## config.mk

```make
export PLATFORM = sky130hd
export DESIGN_NAME = ccd_clock_config
export DESIGN_NICKNAME = d
export VERILOG_FILES = /design/src/pkg/ccd_pkg.sv /design/src/rtl/ccd_spi_port.sv /design/src/rtl/ccd_clock_config.sv
export SDC_FILE = /design/constraint.sdc
export NUM_CORES = 1
export LEC_CHECK = 0
export ABC_CLOCK_PERIOD_IN_PS = 4700
export BUFFER_PORTS_ARGS = -buffer_cell sky130_fd_sc_hd__buf_2
export CORE_MARGIN = 1
export CORE_UTILIZATION = 45
export DETAILED_ROUTE_END_ITERATION = 6
export GPL_ROUTABILITY_DRIVEN = 0
export GPL_TIMING_DRIVEN = 1
export REMOVE_ABC_BUFFERS = 1
export SLEW_MARGIN = 15
export SYNTH_ARGS = -nofsm -noshare
export SYNTH_HDL_FRONTEND = slang
export SYNTH_SLANG_ARGS = --single-unit
```

## constraint.sdc

```tcl
create_clock -name i_mclk -period 4.7 [get_ports i_mclk]
set_input_delay 0.47 -clock i_mclk [delete_from_list [all_inputs] [get_ports i_mclk]]
set_output_delay 0.47 -clock i_mclk [all_outputs]
set_load 0.02 [all_outputs]
```

## src/pkg/ccd_pkg.sv

```systemverilog
package ccd_pkg;

  // Register offsets on the serial configuration port
  localparam logic [6:0] OFS_IFACE_CLK_CTRL = 7'h01;
  localparam logic [6:0] OFS_TX_LATCH_INTERP = 7'h13;
  localparam logic [6:0] OFS_PLL_RX_CFG      = 7'h15;
  localparam logic [6:0] OFS_AUX_SRC_SEL     = 7'h16;

  // interface_clock_output_control fields
  localparam int CLK_MODE_LSB      = 5;
  localparam int AUX_EN_BIT        = 2;
  localparam int DATA_INV_BIT      = 1;
  // transmit_latch_and_interpolation fields
  localparam int TX_EDGE_BIT       = 5;
  localparam int INTERP_LSB        = 0;
  // pll_and_rx_clock_config fields
  localparam int PLL_SKIP_BIT      = 7;
  localparam int ADC_HALF_BIT      = 5;
  localparam int ALT_TIMING_BIT    = 4;
  localparam int PLL_FIFTH_DIVIDER_BIT      = 3;
  localparam int PLL_MULT_LSB      = 0;
  // aux_clock_source_select fields
  localparam int DUPLEX_SEL_BIT    = 7;
  localparam int NARROW_SEL_BIT    = 6;
  localparam int AUX_SRC_BIT       = 5;
  localparam int STAT_TXRX_BIT     = 1;
  localparam int STAT_DUPLEX_BIT   = 0;

  // Writable masks and reset values
  localparam logic [7:0] MASK_IFACE_CLK_CTRL = 8'he6;
  localparam logic [7:0] MASK_TX_LATCH_INTERP = 8'h23;
  localparam logic [7:0] MASK_PLL_RX_CFG      = 8'hbf;
  localparam logic [7:0] MASK_AUX_SRC_SEL     = 8'he0;
  localparam logic [7:0] RST_CFG              = 8'h00;

  // Interpolation codes
  localparam logic [1:0] INTERP_X1 = 2'h0;
  localparam logic [1:0] INTERP_X2 = 2'h1;
  localparam logic [1:0] INTERP_X4 = 2'h2;
  // PLL multiplier codes
  localparam logic [2:0] MULT_X1  = 3'h0;
  localparam logic [2:0] MULT_X2  = 3'h1;
  localparam logic [2:0] MULT_X4  = 3'h2;
  localparam logic [2:0] MULT_X16 = 3'h4;

  // Base clock mode numbers
  localparam logic [3:0] MODE_FULL   = 4'h1;
  localparam logic [3:0] MODE_WIDE   = 4'h4;
  localparam logic [3:0] MODE_NARROW = 4'h7;

  // Divide-by-five terminal count
  localparam logic [2:0] DIV5_LAST = 3'h4;

  // Serial frame layout
  localparam logic [3:0] SPI_ADDR_LAST = 4'h7;
  localparam logic [3:0] SPI_DATA_LAST = 4'hf;

endpackage

```

## src/rtl/ccd_spi_port.sv

```systemverilog
`timescale 1ns/1ps
module ccd_spi_port (
  input  wire logic       i_mclk,
  input  wire logic       i_resetn,
  input  wire logic       i_spi_clk,
  input  wire logic       i_spi_sel_n,
  input  wire logic       i_spi_din,
  output logic            o_spi_dout,
  output logic            o_spi_dout_oe,
  output logic            o_wr,
  output logic [6:0]      o_addr,
  output logic [7:0]      o_wdata,
  input  wire logic [7:0] i_rdata
);

  logic [2:0] meta;
  logic [2:0] pins;
  logic       clk_prev;
  logic [6:0] shreg;
  logic [3:0] bit_cnt;
  logic       rd_frame;
  logic       load_rd;
  logic [7:0] dout_sh;
  logic       clk_lvl;
  logic       sel_n;
  logic       din;
  logic       rise;
  logic       fall;

  assign clk_lvl = pins[2];
  assign sel_n   = pins[1];
  assign din     = pins[0];
  assign rise    = clk_lvl & ~clk_prev & ~sel_n;
  assign fall    = ~clk_lvl & clk_prev & ~sel_n;

  // Two-stage synchroniser for the port pins
  always_ff @(posedge i_mclk or negedge i_resetn)
  begin
    if (!i_resetn)
    begin
      meta     <= 3'h2;
      pins     <= 3'h2;
      clk_prev <= 1'b0;
    end
    else
    begin
      meta     <= {i_spi_clk, i_spi_sel_n, i_spi_din};
      pins     <= meta;
      clk_prev <= clk_lvl;
    end
  end

  // Frame capture: direction and address byte, then data byte
  always_ff @(posedge i_mclk or negedge i_resetn)
  begin
    if (!i_resetn)
    begin
      shreg    <= 7'h00;
      bit_cnt  <= 4'h0;
      rd_frame <= 1'b0;
      load_rd  <= 1'b0;
      o_addr   <= 7'h00;
      o_wdata  <= 8'h00;
      o_wr     <= 1'b0;
    end
    else
    begin
      o_wr    <= 1'b0;
      load_rd <= 1'b0;
      if (sel_n)
        bit_cnt <= 4'h0;
      else if (rise)
      begin
        shreg   <= {shreg[5:0], din};
        bit_cnt <= bit_cnt + 4'h1;
        if (bit_cnt == ccd_pkg::SPI_ADDR_LAST)
        begin
          rd_frame <= shreg[6];
          o_addr   <= {shreg[5:0], din};
          load_rd  <= shreg[6];
        end
        if (bit_cnt == ccd_pkg::SPI_DATA_LAST && !rd_frame)
        begin
          o_wdata <= {shreg, din};
          o_wr    <= 1'b1;
        end
      end
    end
  end

  // Read data shifts out on falling clock edges, MSB first
  always_ff @(posedge i_mclk or negedge i_resetn)
  begin
    if (!i_resetn)
    begin
      dout_sh       <= 8'h00;
      o_spi_dout    <= 1'b0;
      o_spi_dout_oe <= 1'b0;
    end
    else
    begin
      if (load_rd)
        dout_sh <= i_rdata;
      else if (fall && rd_frame && bit_cnt[3])
      begin
        o_spi_dout <= dout_sh[7];
        dout_sh    <= {dout_sh[6:0], 1'b0};
      end
      o_spi_dout_oe <= ~sel_n & rd_frame & bit_cnt[3];
    end
  end

endmodule

```

## src/rtl/ccd_clock_config.sv

```systemverilog
`timescale 1ns/1ps
// Notes on behaviour
// - Aux pin undriven when disabled, except full duplex
// - Aux enable drives clock; inverts in full duplex
// - Data clock pin inverted by invert bit
// - Transmit data latched on chosen clock edge
// - Interpolation one, two or four from field
// - Skip bit bypasses PLL for system clock
// - ADC clock optionally half receive rate
// - Receive clock from reference or PLL output
// - Optional divide-by-five on PLL output
// - PLL multiplier one to sixteen from code
// - Aux source is reference or PLL output
// - Transmit timing referenced to own output clock
// - Mode pins replace registers without serial port
// - Mode pins decode duplex, width, interpolation
// - Width pin ignored in full duplex
// - Clock mode field defaults to zero
// - Interleaved transmit clock twice non-interleaved rate at x2 and x4, same at x1
// - Half duplex transmit/receive pin is input
module ccd_clock_config (
  input  wire logic        i_mclk,
  input  wire logic        i_resetn,
  input  wire logic        i_spi_clk,
  input  wire logic        i_spi_sel_n,
  input  wire logic        i_spi_din,
  output logic             o_spi_dout,
  output logic             o_spi_dout_oe,
  input  wire logic        i_mode_pins_use,
  input  wire logic        i_duplex_select_pin,
  input  wire logic        i_interp_pin_high,
  input  wire logic        i_interp_pin_low,
  input  wire logic        i_ref_clock_in,
  input  wire logic        i_txrx_select_pin,
  output logic             o_txrx_select_pin,
  output logic             o_txrx_select_pin_oe,
  input  wire logic        i_aux_clock_pin,
  output logic             o_aux_clock_pin,
  output logic             o_aux_clock_pin_oe,
  output logic             o_data_clock_pin,
  input  wire logic [19:0] i_tx_data,
  output logic [19:0]      o_tx_word,
  output logic             o_tx_word_valid,
  output logic             o_dac_update,
  output logic             o_adc_clock_en,
  output logic [3:0]       o_clock_mode
);

  // Configuration registers
  logic [7:0]  interface_clock_output_control;
  logic [7:0]  transmit_latch_and_interpolation;
  logic [7:0]  pll_and_rx_clock_config;
  logic [7:0]  aux_clock_source_select;

  // Serial port wires
  logic        spi_wr;
  logic [6:0]  spi_addr;
  logic [7:0]  spi_wdata;
  logic [7:0]  spi_rdata;

  // Synchronised pins
  logic [25:0] pin_meta;
  logic [25:0] pin_sync;
  logic        use_pins;
  logic        duplex_select_pin;
  logic        interp_pin_high;
  logic        interp_pin_low;
  logic        ref_lvl;
  logic        txrx_select_pin;
  logic        width_select_pin;
  logic [19:0] tx_data_s;

  // Effective configuration
  logic        full_duplex;
  logic        half_duplex_narrow;
  logic [2:0]  clk_mode;
  logic        aux_clock_enable;
  logic        data_clock_invert;
  logic        tx_latch_edge;
  logic [1:0]  interp_code;
  logic        pll_skip;
  logic        adc_half;
  logic        alt_timing;
  logic        pll_fifth_divider;
  logic [2:0]  pll_mult;
  logic        aux_clock_source;
  logic [1:0]  pin_interp;
  logic        pin_interp_x1;

  // Clock generation state
  logic        ref_prev;
  logic        ref_edge;
  logic [15:0] ref_cnt;
  logic [15:0] ref_half;
  logic [15:0] pll_cnt;
  logic [15:0] pll_half;
  logic [15:0] pll_half_raw;
  logic [2:0]  mult_shift;
  logic        pll_tick;
  logic [2:0]  fifth_cnt;
  logic        pll_out_tick;
  logic        sys_tick;
  logic        rx_tick;
  logic        adc_phase;
  logic        adc_tick;
  logic        rx_clk;
  logic        pll_clk;
  logic        interleaved;
  logic [1:0]  tx_last;
  logic [1:0]  tx_cnt;
  logic        tx_toggle;
  logic        tx_clk;
  logic        tx_latch;
  logic        tx_sync;
  logic        transmitting;
  logic        aux_src_clk;

  // Serial configuration port
  ccd_spi_port u_spi (
    .i_mclk        (i_mclk),
    .i_resetn      (i_resetn),
    .i_spi_clk     (i_spi_clk),
    .i_spi_sel_n   (i_spi_sel_n),
    .i_spi_din     (i_spi_din),
    .o_spi_dout    (o_spi_dout),
    .o_spi_dout_oe (o_spi_dout_oe),
    .o_wr          (spi_wr),
    .o_addr        (spi_addr),
    .o_wdata       (spi_wdata),
    .i_rdata       (spi_rdata)
  );

  // Two-stage synchroniser for the mode, reference, transmit/receive and data pins
  always_ff @(posedge i_mclk or negedge i_resetn)
  begin
    if (!i_resetn)
    begin
      pin_meta <= 26'h0000000;
      pin_sync <= 26'h0000000;
    end
    else
    begin
      pin_meta <= {i_mode_pins_use, i_duplex_select_pin,
                   i_interp_pin_high, i_interp_pin_low,
                   i_ref_clock_in, i_txrx_select_pin, i_tx_data};
      pin_sync <= pin_meta;
    end
  end

  assign use_pins           = pin_sync[25];
  assign duplex_select_pin  = pin_sync[24];
  assign interp_pin_high    = pin_sync[23];
  assign interp_pin_low     = pin_sync[22];
  assign ref_lvl            = pin_sync[21];
  assign txrx_select_pin    = pin_sync[20];
  assign tx_data_s          = pin_sync[19:0];

  // Width select shares the aux pin, sampled every cycle, used only while it is an input
  logic [1:0] width_sync;
  always_ff @(posedge i_mclk or negedge i_resetn)
  begin
    if (!i_resetn)
      width_sync <= 2'h0;
    else
      width_sync <= {width_sync[0], i_aux_clock_pin};
  end
  assign width_select_pin = width_sync[1];

  // Register writes keep only the defined bits; reset to zero
  always_ff @(posedge i_mclk or negedge i_resetn)
  begin
    if (!i_resetn)
    begin
      interface_clock_output_control   <= ccd_pkg::RST_CFG;
      transmit_latch_and_interpolation <= ccd_pkg::RST_CFG;
      pll_and_rx_clock_config          <= ccd_pkg::RST_CFG;
      aux_clock_source_select          <= ccd_pkg::RST_CFG;
    end
    else if (spi_wr)
    begin
      unique case (spi_addr)
        ccd_pkg::OFS_IFACE_CLK_CTRL:
          interface_clock_output_control <=
            spi_wdata & ccd_pkg::MASK_IFACE_CLK_CTRL;
        ccd_pkg::OFS_TX_LATCH_INTERP:
          transmit_latch_and_interpolation <=
            spi_wdata & ccd_pkg::MASK_TX_LATCH_INTERP;
        ccd_pkg::OFS_PLL_RX_CFG:
          pll_and_rx_clock_config <=
            spi_wdata & ccd_pkg::MASK_PLL_RX_CFG;
        ccd_pkg::OFS_AUX_SRC_SEL:
          aux_clock_source_select <=
            spi_wdata & ccd_pkg::MASK_AUX_SRC_SEL;
        default:
          ;
      endcase
    end
  end

  // Read-back mux; unmapped addresses read zero
  assign spi_rdata =
    (spi_addr == ccd_pkg::OFS_IFACE_CLK_CTRL)  ?
      interface_clock_output_control :
    (spi_addr == ccd_pkg::OFS_TX_LATCH_INTERP) ?
      transmit_latch_and_interpolation :
    (spi_addr == ccd_pkg::OFS_PLL_RX_CFG)      ? pll_and_rx_clock_config :
    (spi_addr == ccd_pkg::OFS_AUX_SRC_SEL)     ?
      (aux_clock_source_select
       | ({7'h00, transmitting} << ccd_pkg::STAT_TXRX_BIT)
       | ({7'h00, full_duplex} << ccd_pkg::STAT_DUPLEX_BIT)) :
    8'h00;

  // Mode pin interpolation decode: 01 x2, 10 x4, 00 x1 bypassed
  assign pin_interp    = {interp_pin_high, interp_pin_low};
  assign pin_interp_x1 = (pin_interp == 2'h0);

  // Effective configuration from mode pins or registers
  assign full_duplex = use_pins ? duplex_select_pin
    : aux_clock_source_select[ccd_pkg::DUPLEX_SEL_BIT];
  assign half_duplex_narrow = full_duplex ? 1'b0
    : use_pins ? width_select_pin
    : aux_clock_source_select[ccd_pkg::NARROW_SEL_BIT];
  assign clk_mode = use_pins ? 3'h0
    : interface_clock_output_control[ccd_pkg::CLK_MODE_LSB +: 3];
  assign aux_clock_enable = ~use_pins
    & interface_clock_output_control[ccd_pkg::AUX_EN_BIT];
  assign data_clock_invert = ~use_pins
    & interface_clock_output_control[ccd_pkg::DATA_INV_BIT];
  assign tx_latch_edge = ~use_pins
    & transmit_latch_and_interpolation[ccd_pkg::TX_EDGE_BIT];
  assign interp_code = use_pins
    ? (pin_interp_x1 ? ccd_pkg::INTERP_X1
       : interp_pin_high ? ccd_pkg::INTERP_X4 : ccd_pkg::INTERP_X2)
    : transmit_latch_and_interpolation[ccd_pkg::INTERP_LSB +: 2];
  assign pll_skip = use_pins ? pin_interp_x1
    : pll_and_rx_clock_config[ccd_pkg::PLL_SKIP_BIT];
  assign pll_mult = use_pins
    ? (pin_interp_x1 ? ccd_pkg::MULT_X1
       : interp_pin_high ? ccd_pkg::MULT_X4 : ccd_pkg::MULT_X2)
    : pll_and_rx_clock_config[ccd_pkg::PLL_MULT_LSB +: 3];
  assign adc_half = ~use_pins
    & pll_and_rx_clock_config[ccd_pkg::ADC_HALF_BIT];
  assign alt_timing = ~use_pins
    & pll_and_rx_clock_config[ccd_pkg::ALT_TIMING_BIT];
  assign pll_fifth_divider = ~use_pins
    & pll_and_rx_clock_config[ccd_pkg::PLL_FIFTH_DIVIDER_BIT];
  assign aux_clock_source = ~use_pins
    & aux_clock_source_select[ccd_pkg::AUX_SRC_BIT];

  // Reported clock mode: base mode plus one when the clock mode field is nonzero
  assign o_clock_mode =
    (full_duplex ? ccd_pkg::MODE_FULL
     : half_duplex_narrow ? ccd_pkg::MODE_NARROW : ccd_pkg::MODE_WIDE)
    + {3'h0, (clk_mode != 3'h0)};

  // Reference edges (both) measured to model the PLL period
  assign ref_edge = ref_lvl ^ ref_prev;
  always_ff @(posedge i_mclk or negedge i_resetn)
  begin
    if (!i_resetn)
    begin
      ref_prev <= 1'b0;
      ref_cnt  <= 16'h0000;
      ref_half <= 16'h0001;
    end
    else
    begin
      ref_prev <= ref_lvl;
      if (ref_edge)
      begin
        ref_cnt  <= 16'h0000;
        ref_half <= ref_cnt + 16'h0001;
      end
      else if (ref_cnt != 16'hffff)
        ref_cnt <= ref_cnt + 16'h0001;
    end
  end

  // Multiplier code to shift; reserved codes act as x1
  assign mult_shift = (pll_mult <= ccd_pkg::MULT_X16)
    ? pll_mult : 3'h0;
  assign pll_half_raw = ref_half >> mult_shift;
  assign pll_half = (pll_half_raw == 16'h0000) ? 16'h0001 : pll_half_raw;
  assign pll_tick = ref_edge | (pll_cnt == pll_half - 16'h0001);

  // PLL half-period counter, realigned on every reference edge
  always_ff @(posedge i_mclk or negedge i_resetn)
  begin
    if (!i_resetn)
      pll_cnt <= 16'h0000;
    else if (pll_tick)
      pll_cnt <= 16'h0000;
    else
      pll_cnt <= pll_cnt + 16'h0001;
  end

  // Optional divide-by-five on the PLL output
  always_ff @(posedge i_mclk or negedge i_resetn)
  begin
    if (!i_resetn)
      fifth_cnt <= 3'h0;
    else if (pll_tick)
      fifth_cnt <= (fifth_cnt == ccd_pkg::DIV5_LAST) ? 3'h0
                   : fifth_cnt + 3'h1;
  end
  assign pll_out_tick = pll_fifth_divider
    ? (pll_tick & (fifth_cnt == ccd_pkg::DIV5_LAST))
    : pll_tick;

  // System, receive and ADC clock selection
  assign sys_tick = pll_skip ? ref_edge : pll_out_tick;
  assign rx_tick  = alt_timing ? sys_tick : ref_edge;
  assign adc_tick = adc_half ? (rx_tick & adc_phase) : rx_tick;
  assign o_dac_update   = sys_tick;
  assign o_adc_clock_en = adc_tick;

  // Transmit clock divide: interleaved runs twice the other rate at x2 and x4, the same at x1
  assign interleaved = full_duplex | half_duplex_narrow;
  assign tx_last =
    (interp_code == ccd_pkg::INTERP_X4) ? (interleaved ? 2'h1 : 2'h3) :
    (interp_code == ccd_pkg::INTERP_X2) ? (interleaved ? 2'h0 : 2'h1) :
    2'h0;
  assign tx_toggle = sys_tick & (tx_cnt == tx_last);
  assign tx_latch  = tx_toggle & (tx_clk == tx_latch_edge);

  // Clock waveforms and transmit counter
  always_ff @(posedge i_mclk or negedge i_resetn)
  begin
    if (!i_resetn)
    begin
      adc_phase <= 1'b0;
      rx_clk    <= 1'b0;
      pll_clk   <= 1'b0;
      tx_cnt    <= 2'h0;
      tx_clk    <= 1'b0;
    end
    else
    begin
      if (rx_tick)
        adc_phase <= ~adc_phase;
      if (adc_tick)
        rx_clk <= ~rx_clk;
      if (sys_tick)
        pll_clk <= ~pll_clk;
      if (sys_tick)
        tx_cnt <= (tx_cnt == tx_last) ? 2'h0 : tx_cnt + 2'h1;
      if (tx_toggle)
        tx_clk <= ~tx_clk;
    end
  end

  // Transmit data capture on the chosen edge of the own clock
  always_ff @(posedge i_mclk or negedge i_resetn)
  begin
    if (!i_resetn)
    begin
      o_tx_word       <= 20'h00000;
      o_tx_word_valid <= 1'b0;
      tx_sync         <= 1'b0;
    end
    else
    begin
      o_tx_word_valid <= tx_latch & transmitting;
      if (tx_latch && transmitting)
      begin
        o_tx_word <= tx_data_s;
        tx_sync   <= ~tx_sync;
      end
    end
  end

  // Half duplex: transmit/receive pin is an input, high for transmit
  assign transmitting = full_duplex | txrx_select_pin;
  assign o_txrx_select_pin    = full_duplex & tx_sync;
  assign o_txrx_select_pin_oe = full_duplex;

  // Data clock pin: transmit or receive clock, optionally inverted
  assign o_data_clock_pin = (transmitting ? tx_clk : rx_clk)
    ^ data_clock_invert;

  // Aux pin: reference or PLL clock; always driven in full duplex
  assign aux_src_clk = aux_clock_source ? pll_clk : ref_lvl;
  assign o_aux_clock_pin = full_duplex
    ? (aux_src_clk ^ aux_clock_enable)
    : (aux_clock_enable & aux_src_clk);
  assign o_aux_clock_pin_oe = full_duplex | aux_clock_enable;

endmodule

```

Yosys cells after proc, flatten, opt, wreduce, memory -nomap -nowiden:

Cells that the tools add are included.

* bits in writable memories: 0
* memories kept: 0
* register bits after elaboration: 198
* output and inout port bits: 34
* ROM bits: 0
* bits in latches: 0
* bits of input ports: 32
* logic and storage cells: 158

* multiplexer cells: 45
* reduce and logical (&&, ||, !) cells: 19
* shifts and indexed selects: 1
* add/sub/neg operators: 7
* eq/ne operators: 13
* div/mod/pow operators: 0
* $mul: 0
* order comparisons: 1
* bitwise gates (word level): 39

Operators with widths (number)
* $mux 16: 4
* $mux 8: 6
* $add 16x1->16 const B: 2
* $eq 7x5->1 const B: 3
* $and 1x1->1: 20
* $mux 1: 19
* $mux 2: 9
* $eq 16x16->1: 1
* $logic_not 16->1: 1
* $ne 16x16->1 const B: 1
* $shr 16x3->16: 1
* $sub 16x1->16 const B: 1
* $mux 3: 5
* $reduce_and 2->1: 6
* $not 1->1: 10
* $mux 4: 2
* $or 8x1->8: 1
* $or 8x2->8: 1
* $eq 7x1->1 const B: 1
* $reduce_and 3->1: 2
* $reduce_bool 2->1: 3
* $add 3x1->4: 1
* $add 4x1->4 const B: 1
* $eq 4x3->1 const B: 1
* 15 further kinds: 23

Depth between registers and ports, before layout:

* depth in word-level cells: 17
* gate-level depth with buffers: 22

Cells and area by module:

From an unflattened synthesis, not the netlist that was laid out.

* cells, all modules: 997
* area, all modules: 10173.5 µm²

Modules (own cells, without submodules)
* ccd_clock_config: times used 1, area each 8428.1 µm², cells each 886
* ccd_spi_port: times used 1, area each 1745.4 µm², cells each 111

Least setup slack after synthesis:

Ideal clock, no wire load.

* path kind: reg2out
* start: register pll_and_rx_clock_config[2]
* end: output o_adc_clock_en
* path buffers: 3
* required time: 4230 ps
* stages on the path, launching flop included: 18
* slack: 101 ps
* data arrival time: 4129 ps
* cell sequence: dfrtp_1 buf_6 or3b_1 buf_2 a21boi_0 nor3_1 or3_4 nand4bb_1 buf_2 nor2_1 a21oi_1 ha_1 o211ai_1 nor4bb_1 o2111ai_1 a2111oi_4 a31oi_1 a211oi_2

* longest elaborated chain between the ends: 15

Ends and longest elaborated chain
* start: declaration: RTL line ccd_clock_config.sv:52 `logic [7:0] pll_and_rx_clock_config;`
* start signal: assignment: RTL line ccd_clock_config.sv:176 `pll_and_rx_clock_config <= ccd_pkg::RST_CFG;`
* start signal: assignment: RTL line ccd_clock_config.sv:189 `pll_and_rx_clock_config <=`
* $mux 3 (*): RTL line ccd_clock_config.sv:238 `? (pin_interp_x1 ? ccd_pkg::MULT_X1`
* $le 3x3->1: RTL line ccd_clock_config.sv:280 `assign mult_shift = (pll_mult <= ccd_pkg::MULT_X16)`
* $mux 3 (*): RTL line ccd_clock_config.sv:281 `? pll_mult : 3'h0;`
* $shr 16x3->16 (*): RTL line ccd_clock_config.sv:282 `assign pll_half_raw = ref_half >> mult_shift;`
* $logic_not 16->1: RTL line ccd_clock_config.sv:283 `assign pll_half = (pll_half_raw == 16'h0000) ? 16'h0001 : pll_half_raw;`
* $mux 16 (*): RTL line ccd_clock_config.sv:283
* $sub 16x1->16 (*): RTL line ccd_clock_config.sv:284 `assign pll_tick = ref_edge | (pll_cnt == pll_half - 16'h0001);`
* $eq 16x16->1 (*): RTL line ccd_clock_config.sv:284
* $or 1x1->1 (*): RTL line ccd_clock_config.sv:284
* $and 1x1->1: RTL line ccd_clock_config.sv:307 `? (pll_tick & (fifth_cnt == ccd_pkg::DIV5_LAST))`
* $mux 1 (*): RTL line ccd_clock_config.sv:307
* $mux 1 (*): RTL line ccd_clock_config.sv:311 `assign sys_tick = pll_skip ? ref_edge : pll_out_tick;`
* $mux 1 (*): RTL line ccd_clock_config.sv:312 `assign rx_tick = alt_timing ? sys_tick : ref_edge;`
* $and 1x1->1: RTL line ccd_clock_config.sv:313 `assign adc_tick = adc_half ? (rx_tick & adc_phase) : rx_tick;`
* $mux 1 (*): RTL line ccd_clock_config.sv:313
* end: declaration: RTL line ccd_clock_config.sv:45 `output logic o_adc_clock_en,`

Mark *: on every way between the ends. The rest lies on a longest branch, timed or not.

Final worst setup path:

* start: register pin_sync[25]
* end: output o_adc_clock_en

* longest elaborated chain between the ends: 15

Ends and longest elaborated chain
* start: declaration: RTL line ccd_clock_config.sv:63 `logic [25:0] pin_sync;`
* start signal: assignment: RTL line ccd_clock_config.sv:146 `pin_sync <= pin_meta;`
* $mux 3: RTL line ccd_clock_config.sv:238
* $le 3x3->1: RTL line ccd_clock_config.sv:280
* $mux 3: RTL line ccd_clock_config.sv:281
* $shr 16x3->16: RTL line ccd_clock_config.sv:282
* $logic_not 16->1: RTL line ccd_clock_config.sv:283
* $mux 16: RTL line ccd_clock_config.sv:283
* $sub 16x1->16: RTL line ccd_clock_config.sv:284
* $eq 16x16->1: RTL line ccd_clock_config.sv:284
* $or 1x1->1: RTL line ccd_clock_config.sv:284
* $and 1x1->1: RTL line ccd_clock_config.sv:307
* $mux 1: RTL line ccd_clock_config.sv:307
* $mux 1: RTL line ccd_clock_config.sv:311
* $mux 1: RTL line ccd_clock_config.sv:312
* $and 1x1->1: RTL line ccd_clock_config.sv:313
* $mux 1 (*): RTL line ccd_clock_config.sv:313

Marked as above.

==> impl_metrics.toml <==
[synthesis]
async_flop_share = 1.00
synth_top_flop_cell = "dfrtp_1"
yosys_warnings = 0
synth_mux_area_frac = 0.100
yosys.area_share.xor_xnor = 0.0493
avgSynthCellArea_um2 = 11.3
synth_edf_count = 0
synth_cells = 816
synth-compound-area-share = 0.120
synthSimpleGateAreaFrac = 0.158
synth.cell_area_um2 = 9230
ys_seq_area_frac = 0.537
ys_types = 85
synthAdderAreaFrac = 0.0122
ys_ff_latch = 198
synth_top_family_by_area = "simple AND/OR/NAND/NOR gates"

[pwr]
p_leak_nw = 5.17
irDropWorstVdd_mv = 0.271
power_density_nw_per_um2 = 411

[grt]
antenna_found_initial = 0
grt_pass1_wl_mm = 33.0
grt_pass1_vias = 6497
grt_usage = 0.197
grt-ovfl-total = 0
grt_max_degree = 106

[clock_network]
clk_pin_slew_worst_paths_ps = 80
cts.sinks = 198
ctsHoldBuffers = 0
ctsLongestPathBuffers = 2
cts-root-buf = "clkbuf_16"
numCtsBuffers = 17
h-tree-depth = 4
clock_latency_ps = 440
cts_tree = "done"

[detailed_routing]
wl_per_cell_um = 16.0
via_per_inst = 5.35
ant_nets = 0
vias = 6633
drcViolationCount = 0
firstDrtPassIters = 6
drtIter0Drc = 401
wirelength_mm = 19.8

[finish]
final_common_cell = "dfrtp_1"
layout_common_cells = "dfrtp_1, buf_4, nor2_1"
final_nets = 997
drive_above_1_share = 0.325
n_fill_cell = 1700
syn_to_final_growth_pct = 23.6
diodes = 0

[floorplan]
pin_count = 66
dieArea_um2 = 21100
die_w_um = 145
die_y_um = 145
coreArea_um2 = 20200
num_rows = 52
start_util = 0.458

[sta]
min_period_over_period = 1.02
hold_viol = 0
tightest_slew_ps = 1000
worst_clock_skew_ps = 14.4
max_clock_freq_mhz = 208
relSlewSlack = 0.323
grt_setup_unrepaired = "true"
layout_setup_ws_ps = -117
setup_violations = 2
finalMaxSlewViolations = 0
finalCriticalPeriod_ps = 4820
fin_tns_setup_ps = -143

[worst_setup_path]
cp-end-kind = "primary output"
critPathKind = "reg -> out"
path_max_fanout = 7
crit_required_ps = 4230
cp.arrival_ps = 4350
cp-start-kind = "flip-flop"

[place]
dp_hpwl_mm = 13.8
port_buffers = 65
preCtsSetupSlack_ps = 81.8

[status]
status = "finished with violations"
violations = "negative setup slack"

[hold_path]
hp-class = "in -> async"

[run]
cap_violations = 0
==> layout make-up <==
class,count,area [µm²],share of cell area
tap,270,338,0.0296
multi-input combinational,571,4320,0.378
sequential,198,4960,0.435
timing repair buffer,155,1100,0.0966
inverter,13,48.8,0.00428
clock buffer,17,425,0.0373
clock inverter,15,215,0.0189
==> worst max-delay path, stage by stage (launching register included) <==
cell and delay (ps):
dfrtp_2 460, buf_6 150, buf_8 130, and3b_2 260, buf_6 150, a211oi_1 270
a32oi_2 110, a2bb2oi_2 180, nor3_4 200, a21oi_1 100, ha_2 210, o211ai_1 150
buf_4 190, and4b_1 210, o2111ai_2 150, a2111oi_4 330, a31oi_2 190, a211oi_2 290
buf_4 190
==> path summary, 6_finish.rpt <==
check                                             from                                     end  slack, ps  cells past startpoint
worst max-delay path            pin_sync[25]$_DFF_PN0_                          o_adc_clock_en       -120                     18
worst min-delay path                          i_resetn                    pll_cnt[2]$_DFF_PN0_        100                      1
worst max register to register  pin_sync[25]$_DFF_PN0_               o_tx_word[14]$_DFFE_PN0P_        220                     22
worst min register to register  pin_meta[14]$_DFF_PN0_                  pin_sync[14]$_DFF_PN0_        350                      0
max in group asynchronous                     i_resetn  pll_and_rx_clock_config[0]$_DFFE_PN0P_       3640                      2
min in group i_mclk                        i_spi_sel_n                 u_spi.meta[1]$_DFF_PN1_        120                      1
==> layer usage <==
metal,global-route usage,vias to the layer above,routed length (µm)
met5,0,-,0
met2,0.326,123,9840
met4,0.0653,0,372
met3,0.0374,27,622
li1,-,3236,-
met1,0.260,3247,9010
==> sequential cells by signal (all words and copies together) (netlist names), 8 cells and up <==
signal and count:
o_tx_word 20, pin_meta 26, pin_sync 26, pll_cnt 16, ref_cnt 16, ref_half 16
u_spi.dout_sh 8, u_spi.o_wdata 8
==> cell usage after synthesis (all sizes together) (5+ instances only) <==
| cell type | n | share of area |
|---|---|---|
| nor2 | 69 | 0.028 |
| or3 | 6 | 0.0046 |
| a21boi | 5 | 0.0041 |
| xnor2 | 26 | 0.025 |
| nor3 | 17 | 0.010 |
| o211ai | 5 | 0.0041 |
| nand3 | 50 | 0.029 |
| xor2 | 26 | 0.025 |
| and2 | 11 | 0.0077 |
| nand4 | 8 | 0.0054 |
| nor3b | 5 | 0.0051 |
| nor2b | 13 | 0.0088 |
| inv | 13 | 0.0053 |
| o21ai | 43 | 0.023 |
| nor4 | 6 | 0.0041 |
| buf | 14 | 0.010 |
| nand2b | 5 | 0.0034 |
| a211oi | 12 | 0.011 |
| a211o | 5 | 0.0047 |
| ha | 9 | 0.012 |
| nand2 | 53 | 0.022 |
| clkbuf | 20 | 0.0081 |
| a222oi | 5 | 0.0054 |
| dfrtp | 195 | 0.53 |
| and3 | 11 | 0.0080 |
| mux2 | 65 | 0.087 |
| a21oi | 37 | 0.020 |
| mux2i | 12 | 0.013 |
==> power breakdown <==
part / switching, mW / total (mW) / internal (mW)
logic: 0.553 / 1.07 / 0.519
registers: 0.160 / 2.08 / 1.92
clock network: 0.755 / 1.54 / 0.787
total: 1.47 / 4.69 / 3.22
==> metrics by stage <==
stage | area (µm²) | cells | utilization | hold WS (ps) | power (mW)
after floorplan | 9060 | 782 | - | 174 | 2.75
after global placement | 10300 | 1183 | 0.511 | 331 | 3.10
after detailed placement | 10300 | 1183 | 0.511 | 335 | 3.11
after CTS | 11300 | 1234 | 0.559 | 100 | 4.73
after global routing | 11400 | 1239 | 0.566 | 88.6 | 4.94
final | 11400 | 1239 | 0.566 | 99.3 | 4.69
==> cell families (layout without fill, tap and decap cells) <==
logic type	count (synthesis)	after routing
AOI/OAI and AO/OA	157	157
adders and majority gates	9	9
buffers and inverters	47	200
DFF	198	198
and+or+nand+nor	276	276
muxes	77	77
xor gates and xnor gates	52	52
==> repair_timing <==
action / in CTS / in global routing
endpoints found under the setup margin: 2 / 2
buffers inserted: 20 / 5
resized for setup: 53 / 17
pin swaps: 28 / 5
(Power assumes the default switching activity.)
